===== src/hdl/dig_pkg.sv =====
// Package with the register map, field layout and reset values of the interrupt generators.
package dig_pkg;

  // Source count and pulse length width.
  localparam int unsigned DIG_NSRC = 6;
  localparam int unsigned DIG_LEN_W = 8;

  // Source bit positions, shared by enables, status and live copies.
  localparam int unsigned DIG_SRC_SAMPLE = 0;
  localparam int unsigned DIG_SRC_FIFO_RDY = 1;
  localparam int unsigned DIG_SRC_FIFO_THR = 2;
  localparam int unsigned DIG_SRC_FIFO_OVR = 3;
  localparam int unsigned DIG_SRC_STARTUP = 4;
  localparam int unsigned DIG_SRC_SYNC = 5;

  // Byte offsets of the registers.
  localparam logic [7:0] DIG_OFF_CFG_A = 8'h00;
  localparam logic [7:0] DIG_OFF_CFG_B = 8'h04;
  localparam logic [7:0] DIG_OFF_STAT_A = 8'h08;
  localparam logic [7:0] DIG_OFF_STAT_B = 8'h0c;
  localparam logic [7:0] DIG_OFF_LIVE = 8'h10;
  localparam logic [7:0] DIG_OFF_PWR = 8'h14;
  localparam logic [7:0] DIG_OFF_SYS_STAT = 8'h18;
  localparam logic [7:0] DIG_OFF_SYS_MASK = 8'h1c;

  // Generator configuration fields.
  localparam int unsigned DIG_CFG_EN_LSB = 0;
  localparam int unsigned DIG_CFG_MODE_LSB = 6;
  localparam int unsigned DIG_CFG_CLRW_BIT = 8;
  localparam int unsigned DIG_CFG_POL_BIT = 9;
  localparam int unsigned DIG_CFG_LEN_LSB = 16;

  // Output behaviour codes of a generator.
  localparam logic [1:0] DIG_MODE_LATCHED = 2'h0;
  localparam logic [1:0] DIG_MODE_UNLATCHED = 2'h1;
  localparam logic [1:0] DIG_MODE_TIMED = 2'h2;

  // Power control fields.
  localparam int unsigned DIG_PWR_MODE_LSB = 0;
  localparam int unsigned DIG_PWR_AUTO_BIT = 2;
  localparam int unsigned DIG_PWR_LEVEL_BIT = 3;
  localparam int unsigned DIG_PWR_LOW_BIT = 4;
  localparam int unsigned DIG_PWR_TGT_LSB = 5;

  // System event bits.
  localparam int unsigned DIG_SYS_WAKE = 0;
  localparam int unsigned DIG_SYS_LINE_A = 1;
  localparam int unsigned DIG_SYS_LINE_B = 2;
  localparam int unsigned DIG_SYS_W = 3;

  // Reset values.
  localparam logic [31:0] DIG_CFG_RST = 32'h0001_0200;
  localparam logic [DIG_SYS_W-1:0] DIG_SYS_RST = 3'h0;

  // Power states; standby and power-down keep the register file alive.
  typedef enum logic [1:0] {DIG_PWR_NORMAL, DIG_PWR_STANDBY, DIG_PWR_DOWN} dig_pwr_e;

endpackage


===== src/hdl/dig_line.sv =====
// One interrupt generator: latched status, clear handling and the output line.
`timescale 1ns/1ps
module dig_line
  import dig_pkg::*;
#(
  parameter int LEN_W = DIG_LEN_W
)
(
  input wire logic hclk,
  input wire logic hresetn,
  input wire logic [DIG_NSRC-1:0] cond,
  input wire logic [DIG_NSRC-1:0] src_en,
  input wire logic [1:0] mode,
  input wire logic clr_on_wr,
  input wire logic act_high,
  input wire logic [LEN_W-1:0] pulse_len,
  input wire logic rd_clr,
  input wire logic wr_clr,
  input wire logic [DIG_NSRC-1:0] wr_mask,
  output logic [DIG_NSRC-1:0] latched,
  output logic line
);

  logic [DIG_NSRC-1:0] cond_q_reg;
  logic [DIG_NSRC-1:0] new_evt;
  logic [DIG_NSRC-1:0] clr_bits;
  logic [LEN_W-1:0] cnt_reg;
  logic active;

  // An event is a rising edge of an enabled condition.
  assign new_evt = cond & src_en & ~cond_q_reg;

  always_ff @(posedge hclk or negedge hresetn)
  begin
    if (!hresetn)
      cond_q_reg <= '0;
    else
      cond_q_reg <= cond;
  end

  // Only the selected clearing method has effect; the other one is ignored.
  always_comb
  begin
    clr_bits = '0;
    if (rd_clr && !clr_on_wr)
      clr_bits = '1;
    else if (wr_clr && clr_on_wr)
      clr_bits = wr_mask;
  end

  // A new event wins over a clear landing in the same cycle.
  always_ff @(posedge hclk or negedge hresetn)
  begin
    if (!hresetn)
      latched <= '0;
    else
      latched <= (latched & ~clr_bits) | new_evt;
  end

  // Pulse timer; a programmed length of zero still gives one cycle.
  always_ff @(posedge hclk or negedge hresetn)
  begin
    if (!hresetn)
      cnt_reg <= '0;
    else if (mode == DIG_MODE_TIMED && |new_evt)
      cnt_reg <= (pulse_len == '0) ? LEN_W'(1) : pulse_len;
    else if (cnt_reg != '0)
      cnt_reg <= cnt_reg - LEN_W'(1);
  end

  // Output behaviour per mode.
  always_comb
  begin
    case (mode)
      DIG_MODE_LATCHED: active = |(latched & src_en);
      DIG_MODE_UNLATCHED: active = |(cond & src_en);
      DIG_MODE_TIMED: active = (cnt_reg != '0);
      default: active = 1'b0;
    endcase
  end

  // Registered pin level with selectable polarity.
  always_ff @(posedge hclk or negedge hresetn)
  begin
    if (!hresetn)
      line <= 1'b0;
    else
      line <= act_high ? active : ~active;
  end

endmodule


===== src/hdl/dig_top.sv =====
// Dual interrupt generator with AHB-Lite register access and sync pin power control.
// What this block does
// - Two independent generators, each own line.
// - Each line assigned its own events.
// - Configurable polarity, duration, clearing, trigger set.
// - Status offered latched and live.
// - Per-source enable and clear.
// - Six sources including sync pin.
// - Latched, unlatched or timed output modes.
// - Clear-on-read clears latched status.
// - Clear-on-write clears only masked bits.
// - Sync pin wakes and aligns capture.
// - Registers accessible in every power mode.
// - Power mode by software or sync.
`timescale 1ns/1ps
module dig_top
  import dig_pkg::*;
#(
  parameter int LEN_W = DIG_LEN_W
)
(
  input wire logic hclk,
  input wire logic hresetn,
  input wire logic hsel,
  input wire logic [31:0] haddr,
  input wire logic [1:0] htrans,
  input wire logic hwrite,
  input wire logic [2:0] hsize,
  input wire logic [31:0] hwdata,
  input wire logic hready,
  output logic hreadyout,
  output logic hresp,
  output logic [31:0] hrdata,
  input wire logic sample_ready,
  input wire logic fifo_ready,
  input wire logic fifo_threshold,
  input wire logic fifo_overrun,
  input wire logic startup_done,
  input wire logic sync_wake_pin,
  output logic irq_line_a,
  output logic irq_line_b,
  output logic irq,
  output logic [1:0] power_mode,
  output logic sync_capture
);

  // Bus bookkeeping.
  logic acc;
  logic wr_pend_reg;
  logic [7:0] wr_addr_reg;
  logic wr_en;

  // Generator configuration and status.
  logic [31:0] cfg_reg [2];
  logic [DIG_NSRC-1:0] stat [2];
  logic [1:0] rd_clr;
  logic [1:0] wr_clr;
  logic [1:0] lines;
  logic [1:0] lines_q_reg;
  logic [1:0] pol_q_reg;
  logic [DIG_NSRC-1:0] cond;

  // Sync pin path.
  logic sync_s1_reg;
  logic sync_s2_reg;
  logic sync_s3_reg;
  logic sync_lvl_reg;
  logic sync_lvl_q_reg;
  logic sync_act;
  logic sync_act_q;
  logic sync_rise;
  logic sync_fall;
  logic sync_evt;

  // Power control.
  dig_pwr_e pwr_reg;
  logic auto_reg;
  logic level_reg;
  logic low_reg;
  logic [1:0] tgt_reg;

  // System interrupt.
  logic [DIG_SYS_W-1:0] sys_stat_reg;
  logic [DIG_SYS_W-1:0] sys_mask_reg;
  logic [DIG_SYS_W-1:0] sys_evt;
  logic [DIG_SYS_W-1:0] sys_clr;
  logic irq_reg;

  // Read path.
  logic [31:0] rd_mux;
  logic [31:0] hrdata_reg;

  // Zero wait state slave; every answer is OKAY, unmapped reads give zero.
  assign hreadyout = 1'b1;
  assign hresp = 1'b0;
  assign hrdata = hrdata_reg;

  // Only a selected NONSEQ or SEQ transfer with the bus ready is taken.
  assign acc = hsel && hready && htrans[1];

  // A write address is held until its data phase.
  always_ff @(posedge hclk or negedge hresetn)
  begin
    if (!hresetn)
    begin
      wr_pend_reg <= 1'b0;
      wr_addr_reg <= 8'h00;
    end
    else if (hready)
    begin
      wr_pend_reg <= acc && hwrite;
      wr_addr_reg <= haddr[7:0];
    end
  end

  // Write strobe in the data phase; no power mode gates it.
  assign wr_en = wr_pend_reg;

  // Live conditions; the sync bit is the filtered pin level after the polarity select.
  assign cond[DIG_SRC_SAMPLE] = sample_ready;
  assign cond[DIG_SRC_FIFO_RDY] = fifo_ready;
  assign cond[DIG_SRC_FIFO_THR] = fifo_threshold;
  assign cond[DIG_SRC_FIFO_OVR] = fifo_overrun;
  assign cond[DIG_SRC_STARTUP] = startup_done;
  assign cond[DIG_SRC_SYNC] = sync_act;

  // Three-stage synchroniser; the level only changes when stages two and three agree.
  always_ff @(posedge hclk or negedge hresetn)
  begin
    if (!hresetn)
    begin
      sync_s1_reg <= 1'b0;
      sync_s2_reg <= 1'b0;
      sync_s3_reg <= 1'b0;
    end
    else
    begin
      sync_s1_reg <= sync_wake_pin;
      sync_s2_reg <= sync_s1_reg;
      sync_s3_reg <= sync_s2_reg;
    end
  end

  // Filtered level and its previous value for edge detection.
  always_ff @(posedge hclk or negedge hresetn)
  begin
    if (!hresetn)
    begin
      sync_lvl_reg <= 1'b0;
      sync_lvl_q_reg <= 1'b0;
    end
    else
    begin
      if (sync_s2_reg == sync_s3_reg)
        sync_lvl_reg <= sync_s3_reg;
      sync_lvl_q_reg <= sync_lvl_reg;
    end
  end

  // Polarity and edge or level selection for the sync pin.
  assign sync_act = sync_lvl_reg ^ low_reg;
  assign sync_act_q = sync_lvl_q_reg ^ low_reg;
  assign sync_rise = sync_act && !sync_act_q;
  assign sync_fall = !sync_act && sync_act_q;
  assign sync_evt = level_reg ? sync_act : sync_rise;

  // One pulse per active edge tells the sampler to capture now.
  always_ff @(posedge hclk or negedge hresetn)
  begin
    if (!hresetn)
      sync_capture <= 1'b0;
    else
      sync_capture <= sync_rise;
  end

  // Generator configuration registers, one per line.
  generate
    for (genvar g = 0; g < 2; g++)
    begin : gen_line
      logic [7:0] cfg_off;
      logic [7:0] stat_off;

      assign cfg_off = (g == 0) ? DIG_OFF_CFG_A : DIG_OFF_CFG_B;
      assign stat_off = (g == 0) ? DIG_OFF_STAT_A : DIG_OFF_STAT_B;

      // Software owns the whole configuration word.
      always_ff @(posedge hclk or negedge hresetn)
      begin
        if (!hresetn)
          cfg_reg[g] <= DIG_CFG_RST;
        else if (wr_en && wr_addr_reg == cfg_off)
          cfg_reg[g] <= hwdata;
      end

      // A status read clears at the address edge, so the read still sees the old value.
      assign rd_clr[g] = acc && !hwrite && haddr[7:0] == stat_off;
      assign wr_clr[g] = wr_en && wr_addr_reg == stat_off;

      // Each generator sees the same conditions through its own enables.
      dig_line #(
        .LEN_W(LEN_W)
      ) u_line (
        .hclk(hclk),
        .hresetn(hresetn),
        .cond(cond),
        .src_en(cfg_reg[g][DIG_CFG_EN_LSB +: DIG_NSRC]),
        .mode(cfg_reg[g][DIG_CFG_MODE_LSB +: 2]),
        .clr_on_wr(cfg_reg[g][DIG_CFG_CLRW_BIT]),
        .act_high(cfg_reg[g][DIG_CFG_POL_BIT]),
        .pulse_len(cfg_reg[g][DIG_CFG_LEN_LSB +: LEN_W]),
        .rd_clr(rd_clr[g]),
        .wr_clr(wr_clr[g]),
        .wr_mask(hwdata[DIG_NSRC-1:0]),
        .latched(stat[g]),
        .line(lines[g])
      );
    end
  endgenerate

  assign irq_line_a = lines[0];
  assign irq_line_b = lines[1];

  // Power mode settings that software owns.
  always_ff @(posedge hclk or negedge hresetn)
  begin
    if (!hresetn)
    begin
      auto_reg <= 1'b0;
      level_reg <= 1'b0;
      low_reg <= 1'b0;
      tgt_reg <= 2'h0;
    end
    else if (wr_en && wr_addr_reg == DIG_OFF_PWR)
    begin
      auto_reg <= hwdata[DIG_PWR_AUTO_BIT];
      level_reg <= hwdata[DIG_PWR_LEVEL_BIT];
      low_reg <= hwdata[DIG_PWR_LOW_BIT];
      tgt_reg <= hwdata[DIG_PWR_TGT_LSB +: 2];
    end
  end

  // Power state: a sync wake wins over a software write in the same cycle,
  // and the reserved mode code is ignored so the state never leaves the enum.
  always_ff @(posedge hclk or negedge hresetn)
  begin
    if (!hresetn)
      pwr_reg <= DIG_PWR_NORMAL;
    else if (auto_reg && sync_evt && pwr_reg != DIG_PWR_NORMAL)
      pwr_reg <= DIG_PWR_NORMAL;
    else if (auto_reg && sync_fall && !level_reg)
    begin
      case (tgt_reg)
        2'h1: pwr_reg <= DIG_PWR_STANDBY;
        2'h2: pwr_reg <= DIG_PWR_DOWN;
        default: pwr_reg <= pwr_reg;
      endcase
    end
    else if (wr_en && wr_addr_reg == DIG_OFF_PWR)
    begin
      case (hwdata[DIG_PWR_MODE_LSB +: 2])
        2'h0: pwr_reg <= DIG_PWR_NORMAL;
        2'h1: pwr_reg <= DIG_PWR_STANDBY;
        2'h2: pwr_reg <= DIG_PWR_DOWN;
        default: pwr_reg <= pwr_reg;
      endcase
    end
  end

  assign power_mode = pwr_reg;

  // Rising edges of the two lines, seen as asserted whatever the polarity.
  // The polarity is delayed along with the pin, so a polarity write alone is no edge.
  always_ff @(posedge hclk or negedge hresetn)
  begin
    if (!hresetn)
    begin
      pol_q_reg <= {2{DIG_CFG_RST[DIG_CFG_POL_BIT]}};
      lines_q_reg <= 2'h0;
    end
    else
    begin
      pol_q_reg <= {cfg_reg[1][DIG_CFG_POL_BIT], cfg_reg[0][DIG_CFG_POL_BIT]};
      lines_q_reg <= lines ^ ~pol_q_reg;
    end
  end

  // System events: wakes and assertions of either line.
  always_comb
  begin
    sys_evt = '0;
    sys_evt[DIG_SYS_WAKE] = auto_reg && sync_evt && pwr_reg != DIG_PWR_NORMAL;
    sys_evt[DIG_SYS_LINE_A] = (lines[0] ^ ~pol_q_reg[0]) && !lines_q_reg[0];
    sys_evt[DIG_SYS_LINE_B] = (lines[1] ^ ~pol_q_reg[1]) && !lines_q_reg[1];
  end

  // Writing a one clears a system status bit.
  assign sys_clr = (wr_en && wr_addr_reg == DIG_OFF_SYS_STAT) ? hwdata[DIG_SYS_W-1:0] : '0;

  // Sticky status; an event in the clearing cycle survives.
  always_ff @(posedge hclk or negedge hresetn)
  begin
    if (!hresetn)
      sys_stat_reg <= DIG_SYS_RST;
    else
      sys_stat_reg <= (sys_stat_reg & ~sys_clr) | sys_evt;
  end

  // Mask register gating the system status onto the interrupt output.
  always_ff @(posedge hclk or negedge hresetn)
  begin
    if (!hresetn)
      sys_mask_reg <= DIG_SYS_RST;
    else if (wr_en && wr_addr_reg == DIG_OFF_SYS_MASK)
      sys_mask_reg <= hwdata[DIG_SYS_W-1:0];
  end

  // The output lags the status by one cycle to keep it glitch free.
  always_ff @(posedge hclk or negedge hresetn)
  begin
    if (!hresetn)
      irq_reg <= 1'b0;
    else
      irq_reg <= |(sys_stat_reg & sys_mask_reg);
  end

  assign irq = irq_reg;

  // Read decode on the address phase.
  always_comb
  begin
    rd_mux = 32'h0000_0000;
    case (haddr[7:0])
      DIG_OFF_CFG_A: rd_mux = cfg_reg[0];
      DIG_OFF_CFG_B: rd_mux = cfg_reg[1];
      DIG_OFF_STAT_A: rd_mux[DIG_NSRC-1:0] = stat[0];
      DIG_OFF_STAT_B: rd_mux[DIG_NSRC-1:0] = stat[1];
      DIG_OFF_LIVE: rd_mux[DIG_NSRC-1:0] = cond;
      DIG_OFF_PWR:
      begin
        rd_mux[DIG_PWR_MODE_LSB +: 2] = pwr_reg;
        rd_mux[DIG_PWR_AUTO_BIT] = auto_reg;
        rd_mux[DIG_PWR_LEVEL_BIT] = level_reg;
        rd_mux[DIG_PWR_LOW_BIT] = low_reg;
        rd_mux[DIG_PWR_TGT_LSB +: 2] = tgt_reg;
      end
      DIG_OFF_SYS_STAT: rd_mux[DIG_SYS_W-1:0] = sys_stat_reg;
      DIG_OFF_SYS_MASK: rd_mux[DIG_SYS_W-1:0] = sys_mask_reg;
      default: rd_mux = 32'h0000_0000;
    endcase
  end

  // Read data is captured at the address edge and stands through the data phase.
  always_ff @(posedge hclk or negedge hresetn)
  begin
    if (!hresetn)
      hrdata_reg <= 32'h0000_0000;
    else if (acc && !hwrite)
      hrdata_reg <= rd_mux;
  end

endmodule


===== config.mk =====
export PLATFORM = sky130hd
export DESIGN_NAME = dig_top
export DESIGN_NICKNAME = d
export VERILOG_FILES = /design/src/hdl/dig_pkg.sv /design/src/hdl/dig_line.sv /design/src/hdl/dig_top.sv
export SDC_FILE = /design/constraint.sdc
export NUM_CORES = 1
export LEC_CHECK = 0
export BUFFER_PORTS_ARGS = -buffer_cell sky130_fd_sc_hd__clkbuf_2
export CORE_UTILIZATION = 40
export DETAILED_ROUTE_END_ITERATION = 7
export GPL_TIMING_DRIVEN = 0
export SYNTH_ARGS = -nofsm -noshare
export SYNTH_HDL_FRONTEND = slang
export SYNTH_SLANG_ARGS = --single-unit

===== constraint.sdc =====
create_clock -name hclk -period 5.7 [get_ports hclk]
set_clock_uncertainty 0.1 [all_clocks]
set_input_delay 0.285 -clock hclk [delete_from_list [all_inputs] [get_ports hclk]]
set_output_delay 0.285 -clock hclk [all_outputs]
set_load 0.01 [all_outputs]

==> results of run 1 <==
[cells in the final DEF, fill, tap and decap left out, types with 6 or more instances in the layout]
cell type	count
a22o_1	7
inv_1	23
mux2i_1	6
dfrtp_1	159
nor4_1	7
dlygate4sd3_1	25
o21ai_0	14
a22oi_1	32
a31o_2	8
nand3b_1	6
nor2_1	8
mux4_2	8
buf_2	9
nand3_1	8
a21oi_1	11
nand2b_1	6
mux2_2	97
xnor2_1	8
nand2_1	50
o21ai_1	19
and3b_1	7
clkbuf_2	85
clkbuf_1	13
clkbuf_16	17
dfstp_2	6
[final cells by class]
type                            count  area [sq um]
Fill cell                        1733          9480
Sequential cell                   165          4140
Multi-Input combinational cell    402          3400
Timing Repair Buffer              112           717
Clock buffer                       20           437
Tap cell                          260           325
Buffer                             29           169
Clock inverter                     12           146
Inverter                           23          86.3
[logic make-up (layout without fill, tap and decap cells)]
kind of cell    after synthesis  after routing  synth area share
other cells                   2              2          0.000964
flops                       165            165             0.531
buf+inv                      52            196            0.0328
compound gates              125            125             0.115
xor+xnor                     10             10            0.0122
simple gates                147            147             0.126
mux                         112            112             0.173
fa+ha+maj                     6              6           0.00932
[routing by layer]
metal,share of wire,track usage
met1,0.45,0.286
met4,0.017,0.0673
met5,0,0
met2,0.49,0.336
met3,0.039,0.0368
[final timing paths]
| path | from | to | slack [ns] | cells past startpoint |
|---|---|---|---|---|
| max | wr_addr_reg[5] | sys_stat_reg[2] | 3.30 | 4 |
| min | haddr[5] | wr_addr_reg[5] | 0.01 | 2 |
| max reg2reg | wr_addr_reg[5] | sys_stat_reg[2] | 3.30 | 4 |
| min reg2reg | sync_s1_reg | sync_s2_reg | 0.26 | 0 |
| max in group asynchronous | hresetn | cfg_reg[16] | 4.28 | 3 |
| min in group asynchronous | hresetn | sync_lvl_reg | 0.35 | 2 |
[metrics by stage]
stage               utilization  instance area [sq um]
global route              0.498                   9410
floorplan                     -                   7790
detailed placement        0.454                   8580
finish                    0.498                   9410
global placement          0.452                   8540
CTS                       0.498                   9410
[worst register-to-register path: cells and delay by family (launching register included)]
| kind | cells | cell delay [ns] |
|---|---|---|
| and+or+nand+nor | 3 | 1.55 |
| AOI/OAI and AO/OA | 1 | 0.21 |
| DFF | 1 | 0.42 |
[power by group through the flow]
stage | Combinational (W) | Clock (W) | Sequential (W)
3_5_place_dp | 0.000530 | 0 | 0.00145
2_1_floorplan | 0.000381 | 0 | 0.00142
5_1_grt | 0.000608 | 0.00121 | 0.00146
3_3_place_gp | 0.000506 | 0 | 0.00145
6_report | 0.000542 | 0.00114 | 0.00144
4_1_cts | 0.000549 | 0.00116 | 0.00143
==> summary.txt, run 1 <==
Status
  • Outcome: completed

Power and ir drop
  • Leakage power: 4.22 nW
  • Clock power share: 0.366
  • Logic pwr share: 0.174
  • Sw Share: 0.282
  • Max VDD drop: between 0.0002 and 0.00025 V
  • Power Total: 0.00312 W
  • Sequential share of power: 0.461
  • Pint: between 0.002 and 0.0025 W
  • Psw: slightly below 0.0009 W
  • Power per cell area: ~330 nW/um^2

Global route
  • Pin count of the biggest net entering global routing: between 90 and 100
  • GRT Util Overall: 0.209
  • First-pass GRT wire length: 32,100 um
  • Antenna violations before repair: 0
  • Vias in the first global route: 5,943
  • Total grt overflow: 0

Timing
  • Final TNS setup: 0 ns
  • Fin crit share: 0.421
  • PnR worst setup slack: 3.30 ns
  • Final setup fails: 0
  • Min cycle time layout: 2.40 ns
  • Final Hold Vio Count: 0
  • Fmax: around 420 MHz
  • RSZ-0062 raised after global routing: false
  • Worst Tran Pin Value: approximately 0.93 ns
  • Final max-slew violation count: 0
  • Fin Hold WS: about 0.014 ns
  • Slew margin rel.: 0.374

CTS
  • Clock buffer depth: 2
  • Worst-skew pair later-pin latency: approximately 0.43 ns
  • CTS Buf Count: 17
  • CTS H-tree lvls: 4
  • Clock sinks: roughly 170
  • Clk root buf: clkbuf_16
  • Post-CTS Resized: 0
  • CTS tree: yes
  • Hold buffers post-CTS: 25
  • Clock-pin transition on the worst setup and hold timing paths: 0.06 ns
  • Setup Fix Bufs, Post-CTS: 0

Cells and area
  • Final net count: approximately 840
  • Final std cells w/o fill: a little over 1,000
  • Area growth from synthesis to layout: 20.9%
  • Layout cells sized above 1: 0.359
  • Max reg flops: between 60 and 70
  • Diode count: 0

Worst setup path
  • CP arrival: ~2.6 ns
  • Crit path cell chain: or4b_4 -> nor4_1 -> nand2_1 -> a22o_1
  • Buf/Inv on CP: 0
  • CP max-delay cell: nor4_1
  • WP data required: about 5.9 ns
  • Max FO, Critical Path: 4
  • Crit path launch type: register
  • Critical path's top delay family: simple AND/OR/NAND/NOR gates
  • CP endpoint kind: register
  • Max incr delay on CP: between 0.8 and 0.9 ns
  • Critical setup path kind: register to register

Yosys
  • Post-Syn Instances: 619
  • Post-synth ARST share: 1.00
  • Number of synthesis warnings: 0
  • Area leader, netlist: dfrtp_1
  • Synthesized area per cell: approximately 13 sq um
  • Post-synth top cells: dfrtp_1 (159), mux2_2 (97), nand2_1 (50)
  • Area share of the largest cell type after synthesis: 0.511
  • Post-synthesis instance area: slightly below 8000 sq um
  • #FFs+latches synth: approximately 170
  • Sequential cell area fraction in the yosys report: 0.531
  • Synth Flop Type: dfrtp_1
  • Syn Nets: 704
  • Main area contributors after synthesis: dfrtp_1 (51%), mux2_2 (14%), a22oi_1 (3.1%)
  • Post-synth EDFFs: 0
  • Netlist cell types: 69
  • Top-count cell post-synth: dfrtp_1

Drt
  • Post-DRT Antenna Nets: 0
  • Vias/cell: around 5.5
  • Routed wire length: 19,300 um
  • Post-DR wirelength/cell: between 15 and 20 um
  • Drt drc: 0
  • Vias post-DR: approximately 5,700
  • Iter 0 DRT Violations: roughly 330
  • DR pass1 iterations: 5

Floorplan
  • Ports: 120
  • Total die area: around 20,000 sq um
  • Die width: between 100 and 150 um
  • Placeable core area: between 15,000 and 20,000 sq um
  • Std cell rows: 50
  • Starting Density: 0.412
  • Die H: 142 um

Flow run
  • Max-cap violations: 0

Worst hold path
  • Worst min path class: primary input to register

Placed design
  • Detail Placement HPWL: roughly 14,000 um
  • Placed cells: ~970
  • GPL Wtd Cong: between 0.8 and 0.9
  • Number of I/O port buffers: 86
  • Place WS: between 3 and 4 ns
No activity file was read; power rests on OpenSTA's default activity.
==> inputs of run 2 (changes only) <==
Clock period 5.7 ns to 2.1 ns, I/O delays scaled along.
==> run 2 against run 1 <==
  * Utilization grew 1.9 points
  * Non-clock buffer count grew 28
  * Sequential share of layout area shrank 1.6 points
  * Hold slack gained 0.032 ns
  * Sequential power grew to 2.7 times the previous value
  * Fmax grew 17%
  * Clock power grew to 2.7 times the previous value
  * Flip-flop and latch count is the same
  * Critical endpoint is now sys_mask_reg[2]
==> summary.txt, run 2 (same netlist as run 1, synthesis figures left out) <==
CTS
  • Worst-skew pair later-pin latency: 0.43 ns (about the same)
  • Clock-pin transition on the worst setup and hold timing paths: 0.06 ns (about the same)
  • Clock sinks: 165 (unchanged)
  • CTS tree: yes
  • Clk root buf: clkbuf_16
  • Clock buffer depth: 2 (unchanged)
  • CTS H-tree lvls: 4 (unchanged)
  • CTS Buf Count: 17 (unchanged)

Power and ir drop
  • Sequential share of power: 0.458 (-0.003)
  • Power Total: 0.00856 W (+170%)
  • Logic pwr share: 0.179 (+0.005)
  • Sw Share: 0.284 (+0.00181)
  • Clock power share: 0.363 (-0.003)
  • Leakage power: 4.37 nW (+3.5%)
  • Pint: 0.00613 W (+170%)
  • Max VDD drop: 0.000649 V (+180%)
  • Psw: 0.00243 W (+180%)
  • Power per cell area: 876 nW/um^2 (+160%)

Floorplan
  • Std cell rows: 50 (unchanged)
  • Total die area: 20,000 sq um (unchanged)
  • Ports: 120 (unchanged)
  • Die H: 142 um (unchanged)
  • Placeable core area: 18,900 sq um (unchanged)
  • Die width: 142 um (unchanged)
  • Starting Density: 0.412 (unchanged)

Global route
  • GRT Util Overall: 0.210 (+0.00193)
  • First-pass GRT wire length: 32,500 um (+0.96%)
  • Pin count of the biggest net entering global routing: 93 (unchanged)
  • Total grt overflow: 0 (unchanged)
  • Antenna violations before repair: 0 (unchanged)
  • Vias in the first global route: 6,020 (+1.3%)

Timing
  • Slew margin rel.: 0.517 (+0.143)
  • PnR worst setup slack: 0.0598 ns (-3.24 ns)
  • Final Hold Vio Count: 0 (unchanged)
  • RSZ-0062 raised after global routing: true
  • Final max-slew violation count: 0 (unchanged)
  • Fin crit share: 0.972 (+0.551)
  • Min cycle time layout: 2.04 ns (-0.357 ns)
  • Fmax: 490 MHz (+17%)
  • Worst Tran Pin Value: 0.725 ns (-0.206 ns)
  • Final setup fails: 0 (unchanged)

Drt
  • Post-DR wirelength/cell: 18.6 um (-1.5%)
  • Vias post-DR: 5,778 (+2.2%)
  • DR pass1 iterations: 4 (-1)
  • Drt drc: 0 (unchanged)
  • Vias/cell: 5.50 (-0.49%)
  • Routed wire length: 19,600 um (+1.2%)
  • Post-DRT Antenna Nets: 0 (unchanged)
  • Iter 0 DRT Violations: 375 (+14%)

Worst setup path
  • WP data required: 2.32 ns (-3.60 ns)
  • Max FO, Critical Path: 4 (unchanged)
  • CP endpoint kind: register
  • Crit path launch type: register
  • CP max-delay cell: or4b_4
  • Critical path's top delay family: simple AND/OR/NAND/NOR gates
  • CP arrival: 2.26 ns (-0.35 ns)
  • Max incr delay on CP: 0.62 ns (-0.20 ns)
  • Buf/Inv on CP: 0 (unchanged)
  • Critical setup path kind: register to register
  • Crit path cell chain: or4b_4 -> nor3_1 -> nand3_1 -> mux2_2

Cells and area
  • Final net count: 863 (+3.4%)
  • Diode count: 0 (unchanged)
  • Max reg flops: 64 (unchanged)
  • Reg area: 4140 sq um (about the same)
  • Most frequent cells in the layout: dfrtp_1 (158), mux2_2 (97), clkbuf_2 (85)
  • Fill count: 1,705 (-1.6%)
  • Commonest non-fill, non-tap cell in the layout: dfrtp_1
  • Area growth from synthesis to layout: 25.4%
  • Multi-input gate area: 3440 sq um (+1.4%)
  • Final Util: 0.517 (+0.0187)
  • Layout cells sized above 1: 0.362 (+0.00246)

Placed design
  • Place WS: -0.243 ns (-3.60 ns)
  • Number of I/O port buffers: 86 (unchanged)
  • GPL Wtd Cong: 0.864 (unchanged)
  • Detail Placement HPWL: 14,000 um (unchanged)

Flow run
  • Max-cap violations: 0 (unchanged)

Worst hold path
  • Worst min path class: primary input to register

Status
  • Outcome: completed
[run 2: cell count changes in the layout (fill, tap and decap cells not counted), sizes merged]
| cell | previous run | this run |
|---|---|---|
| clkbuf | 116 | 117 |
| dlygate4sd3 | 25 | 46 |
| buf | 20 | 26 |
[run 2: per-stage QoR]
step / cells / hold WS, ns / area (sq um) / setup TNS, ns
2_1_floorplan: 619 / -0.291 / 7790 / 0
3_3_place_gp: 965 / 0.114 / 8540 / -324.77
3_5_place_dp: 966 / 0.0790 / 8580 / -9.00
4_1_cts: 1048 / 0.0498 / 9690 / 0
5_1_grt: 1051 / 0.110 / 9770 / -0.0415
6_report: 1051 / 0.0462 / 9770 / 0
[run 2: worst paths after layout]
| kind | from | endpoint | slack, ns | cells after the start |
|---|---|---|---|---|
| worst max register to register | wr_addr_reg[5] | sys_mask_reg[2] | 0.06 | 4 |
| worst min-delay path | hwdata[0] | sys_stat_reg[0] | 0.05 | 3 |
| worst max-delay path | wr_addr_reg[5] | sys_mask_reg[2] | 0.06 | 4 |
| max in group asynchronous | hresetn | cfg_reg[16] | 0.87 | 3 |
| min in group asynchronous | hresetn | sync_lvl_reg | 0.16 | 2 |
| worst min register to register | sync_s1_reg | sync_s2_reg | 0.26 | 0 |
[run 2: worst reg2reg max path, cell delays in order (launching register included)]
cell and delay (ns):
dfrtp_1 0.42, or4b_4 0.63, nor3_1 0.20, nand3_1 0.24
mux2_2 0.35
[run 2: power groups by stage]
| stage | registers [W] | logic [W] | clock network [W] |
|---|---|---|---|
| finish | 0.00392 | 0.00153 | 0.00311 |
| global route | 0.00397 | 0.00171 | 0.00328 |
| CTS | 0.00389 | 0.00152 | 0.00316 |
| detailed placement | 0.00395 | 0.00144 | 0 |
| global placement | 0.00393 | 0.00137 | 0 |
| floorplan | 0.00386 | 0.00103 | 0 |
[run 2: final cells by class]
class,count,share of cell area
Inverter,23,0.00884
Sequential cell,165,0.424
Timing Repair Buffer,140,0.102
Tap cell,260,0.0333
Clock inverter,12,0.0150
Buffer,29,0.0199
Multi-Input combinational cell,402,0.353
Clock buffer,20,0.0447
[run 2: metal layers]
layer,vias to the layer above,wire (um),part of all wire,track usage
li1,2626,-,-,-
met1,2991,8900,0.45,0.287
met2,136,9620,0.49,0.342
met3,25,682,0.035,0.0358
met4,0,362,0.018,0.0690
met5,-,0,0,0
[run 2: repair_timing]
action                     in CTS  in global routing
pin swaps                       5                  6
gates cloned                    0                  0
hold buffers                   46                  0
buffers inserted                4                  3
setup endpoints to repair      78                 83
gates resized for setup         7                 10
hold endpoints to repair      159                  0
